===== config.mk =====
export PLATFORM = sky130hd
export DESIGN_NAME = didd_input
export DESIGN_NICKNAME = d
export VERILOG_FILES = /design/src/shared/didd_pkg.sv /design/src/core/didd_input.sv
export VERILOG_INCLUDE_DIRS = /design/src /design/src/shared
export SDC_FILE = /design/constraint.sdc
export NUM_CORES = 1
export LEC_CHECK = 0
export BUFFER_PORTS_ARGS = -buffer_cell sky130_fd_sc_hd__buf_2
export CORE_ASPECT_RATIO = 1.4
export CORE_UTILIZATION = 40
export CTS_CLUSTER_SIZE = 14
export DETAILED_ROUTE_END_ITERATION = 16
export PLACE_DENSITY = 0.61
export SLEW_MARGIN = 5
export SYNTH_ARGS = -nofsm -noshare
export SYNTH_HDL_FRONTEND = slang
export SYNTH_SLANG_ARGS = --single-unit

===== constraint.sdc =====
create_clock -name sys_clk -period 22.2 [get_ports sys_clk]
set_input_delay 0 -clock sys_clk [delete_from_list [all_inputs] [get_ports sys_clk]]
set_output_delay 0 -clock sys_clk [all_outputs]
set_load 0.05 [all_outputs]

===== src/shared/didd_defines.svh =====
// Purpose: constants of the debounced digital input block
// Assumes: 20 MHz system clock
// Notes:   offsets are byte addresses of 32-bit words
`ifndef DIDD_DEFINES_SVH
`define DIDD_DEFINES_SVH

`define DIDD_CLK_HZ          20000000
`define DIDD_US_PER_MS       1000
// Filter times in ms, codes 0..7
`define DIDD_T0_MS           1
`define DIDD_T1_MS           3
`define DIDD_T2_MS           5
`define DIDD_T3_MS           10
`define DIDD_T4_MS           15
`define DIDD_T5_MS           20
`define DIDD_T6_MS           25
`define DIDD_T7_MS           30
`define DIDD_MS_CYC(ms)      ((ms) * (`DIDD_CLK_HZ / 1000))

`define DIDD_OFF_FILT        8'h00
`define DIDD_OFF_PWRCTL      8'h04
`define DIDD_OFF_LOAD        8'h08
`define DIDD_OFF_INPUT       8'h0c
`define DIDD_OFF_DIAG        8'h10
`define DIDD_OFF_IRQST       8'h14
`define DIDD_OFF_IRQMSK      8'h18
`define DIDD_OFF_SCAN        8'h1c

`define DIDD_RISE_LSB        0
`define DIDD_FALL_LSB        4
`define DIDD_CODE_W          3
`define DIDD_PDET_BIT        0
`define DIDD_DIAG_BIT        2

`define DIDD_FILT_RST        8'h22
`define DIDD_PWRCTL_RST      8'h01
`define DIDD_DIAG_LOSS       8'h04
`define DIDD_DIAG_NONE       8'h00

`define DIDD_IRQ_DIAG        0
`define DIDD_IRQ_INPUT       1
`define DIDD_IRQ_W           2

`endif


===== src/shared/didd_pkg.sv =====
// Purpose: types of the debounced digital input block
// Assumes: nothing
// Notes:   constants live in didd_defines.svh
package didd_pkg;

  typedef enum logic [1:0] {
    DIDD_PWR_OK,
    DIDD_PWR_LOST
  } didd_pwr_e;

  typedef struct packed {
    logic [3:0] fallCode;
    logic [3:0] riseCode;
  } didd_filt_s;

  typedef struct packed {
    logic [7:0]  byte0;
    logic [7:0]  byte1;
  } didd_param_s;

endpackage : didd_pkg


===== src/core/didd_input.sv =====
// Purpose: 16-channel debounced digital input with field power diagnosis
// Assumes: inputs synchronous to sys_clk, Avalon-MM slave
// Notes:   one counter per channel, shared filter settings
//
// Functional notes
// - Rising edges filtered by 3-bit code: 1,3,5,10,15,20,25,30 ms; default 5
// - Falling edges use own code; rise bits 0-2, fall bits 4-6
// - Power loss detection enabled by bit 0 of second byte, default on
// - New parameters take effect only after full two-byte download
// - Diagnosis bit 2 set on power loss, cleared on recovery
// - One diagnosis report per scan with a loss or recovery pending, no repeats
// - Sixteen channels, each own filter state, shared times
// - Diagnosis delivered at the next scan period, not immediately
// - Diagnosis byte 0x04 while lost, 0x00 otherwise
`timescale 1ns/1ns
`include "didd_defines.svh"

module didd_input (
  input  wire logic        sys_clk,
  input  wire logic        reset,
  input  wire logic [15:0] rawIn,
  input  wire logic        fieldPowerOk,
  input  wire logic        scanTick,
  input  wire logic [7:0]  avs_address,
  input  wire logic        avs_read,
  input  wire logic        avs_write,
  input  wire logic [31:0] avs_writedata,
  input  wire logic [3:0]  avs_byteenable,
  output logic      [31:0] avs_readdata,
  output logic             avs_waitrequest,
  output logic      [15:0] inputState,
  output logic      [7:0]  diagByte,
  output logic             diagValid,
  output logic             irq
);

  localparam int CNT_W = 20;

  // Staged bytes become live only on a full download
  didd_pkg::didd_param_s stage_r;
  didd_pkg::didd_param_s live_r;
  logic [1:0]            staged_r;
  logic [15:0]           state_r;
  didd_pkg::didd_pwr_e   pwr_r;
  logic                  pend_r;
  logic [7:0]            diag_r;
  logic                  diagValid_r;
  logic [`DIDD_IRQ_W-1:0] irqSt_r;
  logic [`DIDD_IRQ_W-1:0] irqMsk_r;
  logic                  ack_r;
  logic [31:0]           rdata_r;
  logic [CNT_W-1:0]      riseLim;
  logic [CNT_W-1:0]      fallLim;
  logic                  detEn;
  logic                  wrHit;
  logic                  rdHit;
  logic                  pwrChg;
  logic [15:0]           flip;

  function automatic logic [CNT_W-1:0] code_cyc(input logic [2:0] c);
    logic [31:0] v;
    v = 32'h0;
    case (c)
      3'h0: v = `DIDD_MS_CYC(`DIDD_T0_MS);
      3'h1: v = `DIDD_MS_CYC(`DIDD_T1_MS);
      3'h2: v = `DIDD_MS_CYC(`DIDD_T2_MS);
      3'h3: v = `DIDD_MS_CYC(`DIDD_T3_MS);
      3'h4: v = `DIDD_MS_CYC(`DIDD_T4_MS);
      3'h5: v = `DIDD_MS_CYC(`DIDD_T5_MS);
      3'h6: v = `DIDD_MS_CYC(`DIDD_T6_MS);
      default: v = `DIDD_MS_CYC(`DIDD_T7_MS);
    endcase
    return CNT_W'(v);
  endfunction : code_cyc

  assign riseLim = code_cyc(live_r.byte0[`DIDD_RISE_LSB +: `DIDD_CODE_W]);
  assign fallLim = code_cyc(live_r.byte0[`DIDD_FALL_LSB +: `DIDD_CODE_W]);
  assign detEn   = live_r.byte1[`DIDD_PDET_BIT];

  // One wait state: request taken when ack_r is high
  assign avs_waitrequest = (avs_read | avs_write) & ~ack_r;
  assign wrHit = avs_write & ack_r;
  assign rdHit = avs_read & ack_r;
  assign avs_readdata = rdata_r;

  always_ff @(posedge sys_clk or posedge reset) begin
    if (reset) begin
      ack_r <= 1'b0;
    end else begin
      ack_r <= (avs_read | avs_write) & ~ack_r;
    end
  end

  always_ff @(posedge sys_clk or posedge reset) begin
    if (reset) begin
      rdata_r <= 32'h0;
    end else if (avs_read & ~ack_r) begin
      case (avs_address)
        `DIDD_OFF_INPUT:  rdata_r <= {16'h0, state_r};
        `DIDD_OFF_DIAG:   rdata_r <= {24'h0, diag_r};
        `DIDD_OFF_IRQST:  rdata_r <= {30'h0, irqSt_r};
        `DIDD_OFF_IRQMSK: rdata_r <= {30'h0, irqMsk_r};
        `DIDD_OFF_SCAN:   rdata_r <= {31'h0, pend_r};
        default:          rdata_r <= 32'h0;
      endcase
    end
  end

  always_ff @(posedge sys_clk or posedge reset) begin
    if (reset) begin
      stage_r  <= '0;
      staged_r <= 2'h0;
      live_r   <= {`DIDD_FILT_RST, `DIDD_PWRCTL_RST};
    end else if (wrHit & avs_byteenable[0]) begin
      if (avs_address == `DIDD_OFF_FILT) begin
        stage_r.byte0 <= avs_writedata[7:0];
        staged_r[0]   <= 1'b1;
      end else if (avs_address == `DIDD_OFF_PWRCTL) begin
        stage_r.byte1 <= avs_writedata[7:0];
        staged_r[1]   <= 1'b1;
      end else if (avs_address == `DIDD_OFF_LOAD &&
                   avs_writedata[0] && staged_r == 2'h3) begin
        live_r   <= stage_r;
        staged_r <= 2'h0;
      end
    end
  end

  genvar g;
  generate
    for (g = 0; g < 16; g++) begin : gCh
      // Per-channel registers keep each process the only writer
      logic [CNT_W-1:0] cnt_r;
      logic             st_r;
      assign flip[g]    = (cnt_r + 1'b1 >= (st_r ? fallLim : riseLim));
      assign state_r[g] = st_r;
      always_ff @(posedge sys_clk or posedge reset) begin
        if (reset) begin
          cnt_r <= '0;
          st_r  <= 1'b0;
        end else if (rawIn[g] == st_r) begin
          cnt_r <= '0;
        end else if (flip[g]) begin
          cnt_r <= '0;
          st_r  <= rawIn[g];
        end else begin
          cnt_r <= cnt_r + 1'b1;
        end
      end
    end
  endgenerate
  assign inputState = state_r;

  assign pwrChg = detEn &&
    ((pwr_r == didd_pkg::DIDD_PWR_OK) == ~fieldPowerOk);

  always_ff @(posedge sys_clk or posedge reset) begin
    if (reset) begin
      pwr_r <= didd_pkg::DIDD_PWR_OK;
    end else if (!detEn) begin
      pwr_r <= didd_pkg::DIDD_PWR_OK;
    end else if (pwrChg) begin
      pwr_r <= fieldPowerOk ? didd_pkg::DIDD_PWR_OK
                            : didd_pkg::DIDD_PWR_LOST;
    end
  end

  always_ff @(posedge sys_clk or posedge reset) begin
    if (reset) begin
      pend_r      <= 1'b0;
      diag_r      <= `DIDD_DIAG_NONE;
      diagValid_r <= 1'b0;
    end else begin
      diagValid_r <= 1'b0;
      if (pwrChg) begin
        pend_r <= 1'b1;
      end else if (scanTick & pend_r) begin
        pend_r      <= 1'b0;
        diagValid_r <= 1'b1;
        diag_r <= (pwr_r == didd_pkg::DIDD_PWR_LOST) ? `DIDD_DIAG_LOSS
                                                    : `DIDD_DIAG_NONE;
      end else if (!detEn) begin
        diag_r <= `DIDD_DIAG_NONE;
      end
    end
  end
  assign diagByte  = diag_r;
  assign diagValid = diagValid_r;

  // Set wins over write-one-to-clear
  always_ff @(posedge sys_clk or posedge reset) begin
    if (reset) begin
      irqSt_r  <= '0;
      irqMsk_r <= '0;
    end else begin
      for (int i = 0; i < `DIDD_IRQ_W; i++) begin
        if (wrHit && avs_address == `DIDD_OFF_IRQST &&
            avs_byteenable[0] && avs_writedata[i])
          irqSt_r[i] <= 1'b0;
      end
      if (diagValid_r) irqSt_r[`DIDD_IRQ_DIAG] <= 1'b1;
      if (|flip & (rawIn != state_r)) irqSt_r[`DIDD_IRQ_INPUT] <= 1'b1;
      if (wrHit && avs_address == `DIDD_OFF_IRQMSK && avs_byteenable[0])
        irqMsk_r <= avs_writedata[`DIDD_IRQ_W-1:0];
    end
  end
  assign irq = |(irqSt_r & irqMsk_r);

  diag_code_a: assert property (@(posedge sys_clk) disable iff (reset)
    diag_r == `DIDD_DIAG_LOSS || diag_r == `DIDD_DIAG_NONE)
    else $error("Diagnosis byte has illegal value");

  diag_scan_a: assert property (@(posedge sys_clk) disable iff (reset)
    $rose(diagValid_r) |-> $past(scanTick) && $past(pend_r))
    else $error("Diagnosis sent outside a scan");

  diag_once_a: assert property (@(posedge sys_clk) disable iff (reset)
    diagValid_r |=> !diagValid_r)
    else $error("Diagnosis repeated");

  diag_loss_a: assert property (@(posedge sys_clk) disable iff (reset)
    diagValid_r && $past(pwr_r) == didd_pkg::DIDD_PWR_LOST
    |-> diag_r[`DIDD_DIAG_BIT])
    else $error("Loss not reported in bit 2");

  det_off_a: assert property (@(posedge sys_clk) disable iff (reset)
    !detEn |=> pwr_r == didd_pkg::DIDD_PWR_OK)
    else $error("Detection active while disabled");

  ch_hold_a: assert property (@(posedge sys_clk) disable iff (reset)
    $changed(state_r[0]) |-> $past(rawIn[0]) == state_r[0])
    else $error("Channel changed without stable input");

  rise_min_a: assert property (@(posedge sys_clk) disable iff (reset)
    $rose(state_r[0]) |-> $past(rawIn[0], 8) && $past(rawIn[0], 1))
    else $error("Rising edge accepted too early");

  param_load_a: assert property (@(posedge sys_clk) disable iff (reset)
    $changed(live_r) |-> $past(wrHit)
      && $past(avs_address) == `DIDD_OFF_LOAD)
    else $error("Parameters changed without full download");

  fall_min_a: assert property (@(posedge sys_clk) disable iff (reset)
    $fell(state_r[0]) |-> !$past(rawIn[0], 8))
    else $error("Falling edge accepted too early");

  ch_indep_a: assert property (@(posedge sys_clk) disable iff (reset)
    $changed(state_r[2]) |-> $past(rawIn[2]) != $past(state_r[2]))
    else $error("Channel changed without own input");

  bus_wait_a: assert property (@(posedge sys_clk) disable iff (reset)
    (avs_read || avs_write) && avs_waitrequest |=> !avs_waitrequest)
    else $error("Bus request waited more than one cycle");

  load_clear_a: assert property (@(posedge sys_clk) disable iff (reset)
    $changed(live_r) |-> staged_r == 2'h0)
    else $error("Staged flags kept after load");

  load_both_a: assert property (@(posedge sys_clk) disable iff (reset)
    wrHit && avs_byteenable[0] && avs_address == `DIDD_OFF_LOAD
      && staged_r != 2'h3 |=> $stable(live_r))
    else $error("Partial download applied");

  loss_track_a: assert property (@(posedge sys_clk) disable iff (reset)
    detEn && !fieldPowerOk |=> pwr_r == didd_pkg::DIDD_PWR_LOST)
    else $error("Supply loss not tracked");

  ok_track_a: assert property (@(posedge sys_clk) disable iff (reset)
    detEn && fieldPowerOk |=> pwr_r == didd_pkg::DIDD_PWR_OK)
    else $error("Supply recovery not tracked");

  recov_code_a: assert property (@(posedge sys_clk) disable iff (reset)
    diagValid_r && $past(pwr_r) == didd_pkg::DIDD_PWR_OK
    |-> diag_r == `DIDD_DIAG_NONE)
    else $error("Recovery not reported as zero");

  diag_hold_a: assert property (@(posedge sys_clk) disable iff (reset)
    $changed(diag_r) |-> diagValid_r || !$past(detEn))
    else $error("Diagnosis byte changed without report");

  irq_diag_a: assert property (@(posedge sys_clk) disable iff (reset)
    diagValid_r |=> irqSt_r[`DIDD_IRQ_DIAG])
    else $error("Report did not set status");

  pend_set_a: assert property (@(posedge sys_clk) disable iff (reset)
    pwrChg |=> pend_r)
    else $error("Supply change not held pending");

  scan_send_a: assert property (@(posedge sys_clk) disable iff (reset)
    scanTick && pend_r && !pwrChg |=> !pend_r && diagValid_r)
    else $error("Pending report not sent at scan");

  diag_off_a: assert property (@(posedge sys_clk) disable iff (reset)
    !detEn && !pend_r |=> diag_r == `DIDD_DIAG_NONE)
    else $error("Diagnosis kept while disabled");

  pend_off_a: assert property (@(posedge sys_clk) disable iff (reset)
    !detEn && !pend_r |=> !pend_r)
    else $error("Report raised while disabled");

  cnt_clear_a: assert property (@(posedge sys_clk) disable iff (reset)
    rawIn[3] == state_r[3] |=> gCh[3].cnt_r == '0)
    else $error("Filter count kept after revert");

  irq_input_a: assert property (@(posedge sys_clk) disable iff (reset)
    $rose(state_r[0]) |-> irqSt_r[`DIDD_IRQ_INPUT])
    else $error("Channel change did not set status");

endmodule : didd_input


==> impl_metrics.toml <==
[pwr]
seqPwrFrac_pct = 46.6
total_power_mw = 1.542
power_frac_comb_pct = 6.3
ir_drop_uv = 47.48
powerDensity_nw_per_um2 = 53.33
p_sw_share_pct = 25.06
cell_internal_pwr_mw = 1.155
p_sw_mw = 0.3864
clkPwrFrac_pct = 47.1
p_leak_nw = 14.41

[synthesis]
synth_top_area_share_pct = 36.18
synthCells = 2978
synth_area_per_cell_um2 = 8.687
synth_edf_count = 0
ys.flop_type = "dfrtp_1"
synth_area_um2 = 25870
yosys_register_bits = 377
synth_top_cell_by_area = "dfrtp_1"
ys_seq_area_share_pct = 36.48
ys.warnings.count = 0
synth_async_sr_flop_share_pct = 100.0
ys_types = 64
ys_top_cells_by_area = "dfrtp_1 36%, ha_1 12%, xnor2_1 5.4%"

[placed_design]
dp_slack_ns = 16.93
dp_hpwl_mm = 50.30
port_buffers = 72
dp_cells = 3785
gp_congestion = 0.8857

[setup_path]
cp-end-kind = "flip-flop"
timing.rr.end = "irqSt_r[1]$_DFFE_PP0P_"
cp_top_family = "simple AND/OR/NAND/NOR gates"
rr_worst_depth = 12
max_stage_delay_ns = 1.00
crit_required_ns = 22.63
r2r_setup_slack_ns = 17.03
crit_path_frequent_cell = "o21ai_0"
path_class = "flip-flop to flip-flop"
cp_cell_sequence = "or2_2 -> nand2_1 -> o21ai_0 -> ha_1 -> a21oi_1 -> o21ai_0 -> nor3_1 -> a2111oi_0 -> nor2_1 -> nand3_1 -> nor4_1 -> a31oi_1"
start_kind = "flip-flop"
timing.rr.start = "live_r[9]$_DFFE_PP1P_"
cp_slowest_cell = "dfstp_2"
worst-path-buf-inv = 0
critPathMaxFanout = 26
cp.arrival_ns = 5.60

[routing]
wl_per_cell_um = 18.37
drt_wl_total_mm = 71.65
drt_iter0_drc = 1289
viasPerCell = 5.504
drtAntennaViolNets = 0
drtPass1Iterations = 5
num_vias = 21470
drc_errors = 0

[sta]
whs_ns = 0.06877
tightest_slew_ns = 1.221
skew_ns = 0.02354
finalSetupTns_ns = 0
hold_violations = 0
finalCriticalPeriod_ns = 5.175
setup_violations = 0
fin_crit_sh_pct = 23.31
max_clock_freq_mhz = 193.2
drv_slew = 0
rsz0062_at_grt = "false"
slew_headroom_pct = 18.33
setup_ws_ns = 17.03

[floorplanning]
rows = 109
die_w_um = 216.9
die_h_um = 302.9
io_pins = 125
start_util_pct = 40.71
core_um2 = 63550
dieArea_um2 = 65710

[min_path]
whs_endpoint = "avs_readdata[1]$_DFFE_PP0P_"
min-delay-start = "avs_address[0]"
hp-class = "primary input to flip-flop"
holdPathStages = 6

[clock_tree]
clock_path_buffers = 3
cts.clk_slew.worst_paths_ns = 0.07
cts_buffers = 42
h-tree-depth = 2
clk_latency_ns = 0.58
numClockSinks = 377
cts_tree = "done"
cts-root-buf = "clkbuf_16"
cts-resized-gates = 0

[global_route]
grt_max_degree = 103
grt-ovfl-total = 0
grt_pass1_vias = 22040
grt_usage_pct = 22.11
grt_pass1_wl_mm = 114.8
antenna_found_initial = 0

[cells_and_area]
final_layout_size_suffix_gt1_share_pct = 9.026
fin_cells = 3901
fill_cells = 6173
syn_to_final_growth_pct = 11.75
diodes = 0
fin_nets = 3360

[status]
outcome = "finished clean"

[run]
drv_cap = 0
layout make-up:
type / instances / area [um^2] / area share, %
multi-input combinational: 2406 / 15670 / 54.22
sequential: 377 / 9438 / 32.65
clock buffer: 57 / 1241 / 4.293
timing repair buffer: 164 / 1154 / 3.990
clock inverter: 18 / 177.7 / 0.6146
inverter: 47 / 183.9 / 0.6362
tap: 832 / 1041 / 3.601
logic make-up after synthesis:
| family | count (synthesis) | share of synthesized area (%) |
|---|---|---|
| fa+ha+maj | 256 | 12.38 |
| other cells | 1 | 0.01450 |
| xor+xnor | 313 | 10.60 |
| compound gates | 491 | 10.92 |
| flops | 377 | 36.48 |
| buf+inv | 217 | 3.734 |
| simple gates | 1277 | 23.95 |
| mux | 46 | 1.925 |
timing repair:
item	4_1_cts	5_1_grt
hold buffers	41	0
setup buffers	0	0
endpoints found under the hold margin	213	0
sequential cells by signal, indices dropped and copies added (netlist names):
register / count
detEn: 1
pwr_r: 1
diagValid: 1
ack_r: 1
irqMsk_r: 2
gCh.cnt_r: 320
pend_r: 1
avs_readdata: 16
diagByte: 1
stage_r: 7
live_r: 6
gCh.st_r: 16
irqSt_r: 2
staged_r: 2
worst reg2reg max path, stage by stage, from the launching register on:
cell       delay (ns)
dfstp_2          1.00
or2_2            0.67
nand2_1          0.59
o21ai_0          0.39
ha_1             0.31
a21oi_1          0.14
o21ai_0          0.12
nor3_1           0.21
a2111oi_0        0.13
nor2_1           0.73
nand3_1          0.30
nor4_1           0.35
a31oi_1          0.12
worst max path at each step:
stage                                     start                     end  slack [ns]  cells after the start
after CTS                 live_r[9]$_DFFE_PP1P_  irqSt_r[1]$_DFFE_PP0P_       16.93                     12
after global routing      live_r[9]$_DFFE_PP1P_  irqSt_r[1]$_DFFE_PP0P_       16.60                     12
final                     live_r[9]$_DFFE_PP1P_  irqSt_r[1]$_DFFE_PP0P_       17.03                     12
after global placement    live_r[9]$_DFFE_PP1P_  irqSt_r[1]$_DFFE_PP0P_       16.99                     12
after detailed placement  live_r[9]$_DFFE_PP1P_  irqSt_r[1]$_DFFE_PP0P_       16.93                     12
after floorplan                           reset         ack_r$_DFF_PP0_       11.73                      1
metrics by stage:
step / util, % / area, um^2
finish: 45.49 / 28910
floorplan: - / 25950
CTS: 45.49 / 28910
global route: 45.49 / 28910
detailed placement: 42.61 / 27080
global placement: 42.61 / 27080
Yosys cell counts (all sizes together), types with 2 or more instances:
master	instances
nand2b	10
a211o	3
nor2	353
nor2b	146
a21o	48
a31oi	10
dfstp	3
and3	168
mux2i	16
a21boi	3
o31ai	3
a311o	3
dfrtp	374
a221oi	2
mux2	30
o2111ai	7
ha	256
or3	3
o21ai	160
nor3b	5
clkbuf	125
nand2	303
o221ai	2
and4	11
nor4	14
a221o	3
o21a	5
xor2	154
a2111oi	5
a41oi	5
buf	45
a21oi	208
xnor2	159
o211ai	2
or2	17
a211oi	19
nor3	36
nand3	148
inv	47
nand3b	2
nand4	50
and2	7
power by group through the flow:
stage | registers [mW] | clock network (mW) | logic (mW)
2_1_floorplan | 0.723 | 0 | 0.0751
6_report | 0.719 | 0.726 | 0.0969
3_3_place_gp | 0.730 | 0 | 0.0905
4_1_cts | 0.718 | 0.746 | 0.0984
5_1_grt | 0.721 | 0.770 | 0.109
3_5_place_dp | 0.731 | 0 | 0.0930
layout by cell type (no fill, tap or decap), types with 9 or more instances in the layout:
| master | count |
|---|---|
| clkinv_2 | 10 |
| xor2_1 | 154 |
| nor3_1 | 35 |
| dlygate4sd3_1 | 41 |
| o21ai_0 | 155 |
| mux2i_1 | 16 |
| or2_2 | 16 |
| buf_4 | 51 |
| nand3_1 | 148 |
| a31oi_1 | 9 |
| nand2b_1 | 10 |
| a21oi_1 | 205 |
| nor2b_1 | 144 |
| nand4_1 | 50 |
| xnor2_1 | 154 |
| nor2_1 | 351 |
| clkbuf_16 | 45 |
| and4_1 | 10 |
| ha_1 | 256 |
| a211oi_1 | 19 |
| and3_1 | 162 |
| buf_2 | 72 |
| a21o_1 | 45 |
| dfrtp_1 | 374 |
| mux2_2 | 30 |
| inv_1 | 46 |
| conb_1 | 23 |
| nor4_1 | 14 |
| nand2_1 | 303 |
metal layers:
layer  global-route usage, %  vias to the layer above  part of all wire [%]
li1                        -                    10360                     -
met1                   26.50                    10420                    42
met2                   39.77                      532                    49
met3                   2.717                      156                   5.0
met4                   9.306                        0                   4.0
met5                       0                        -                     0
Power figures use the tool's default switching activity.
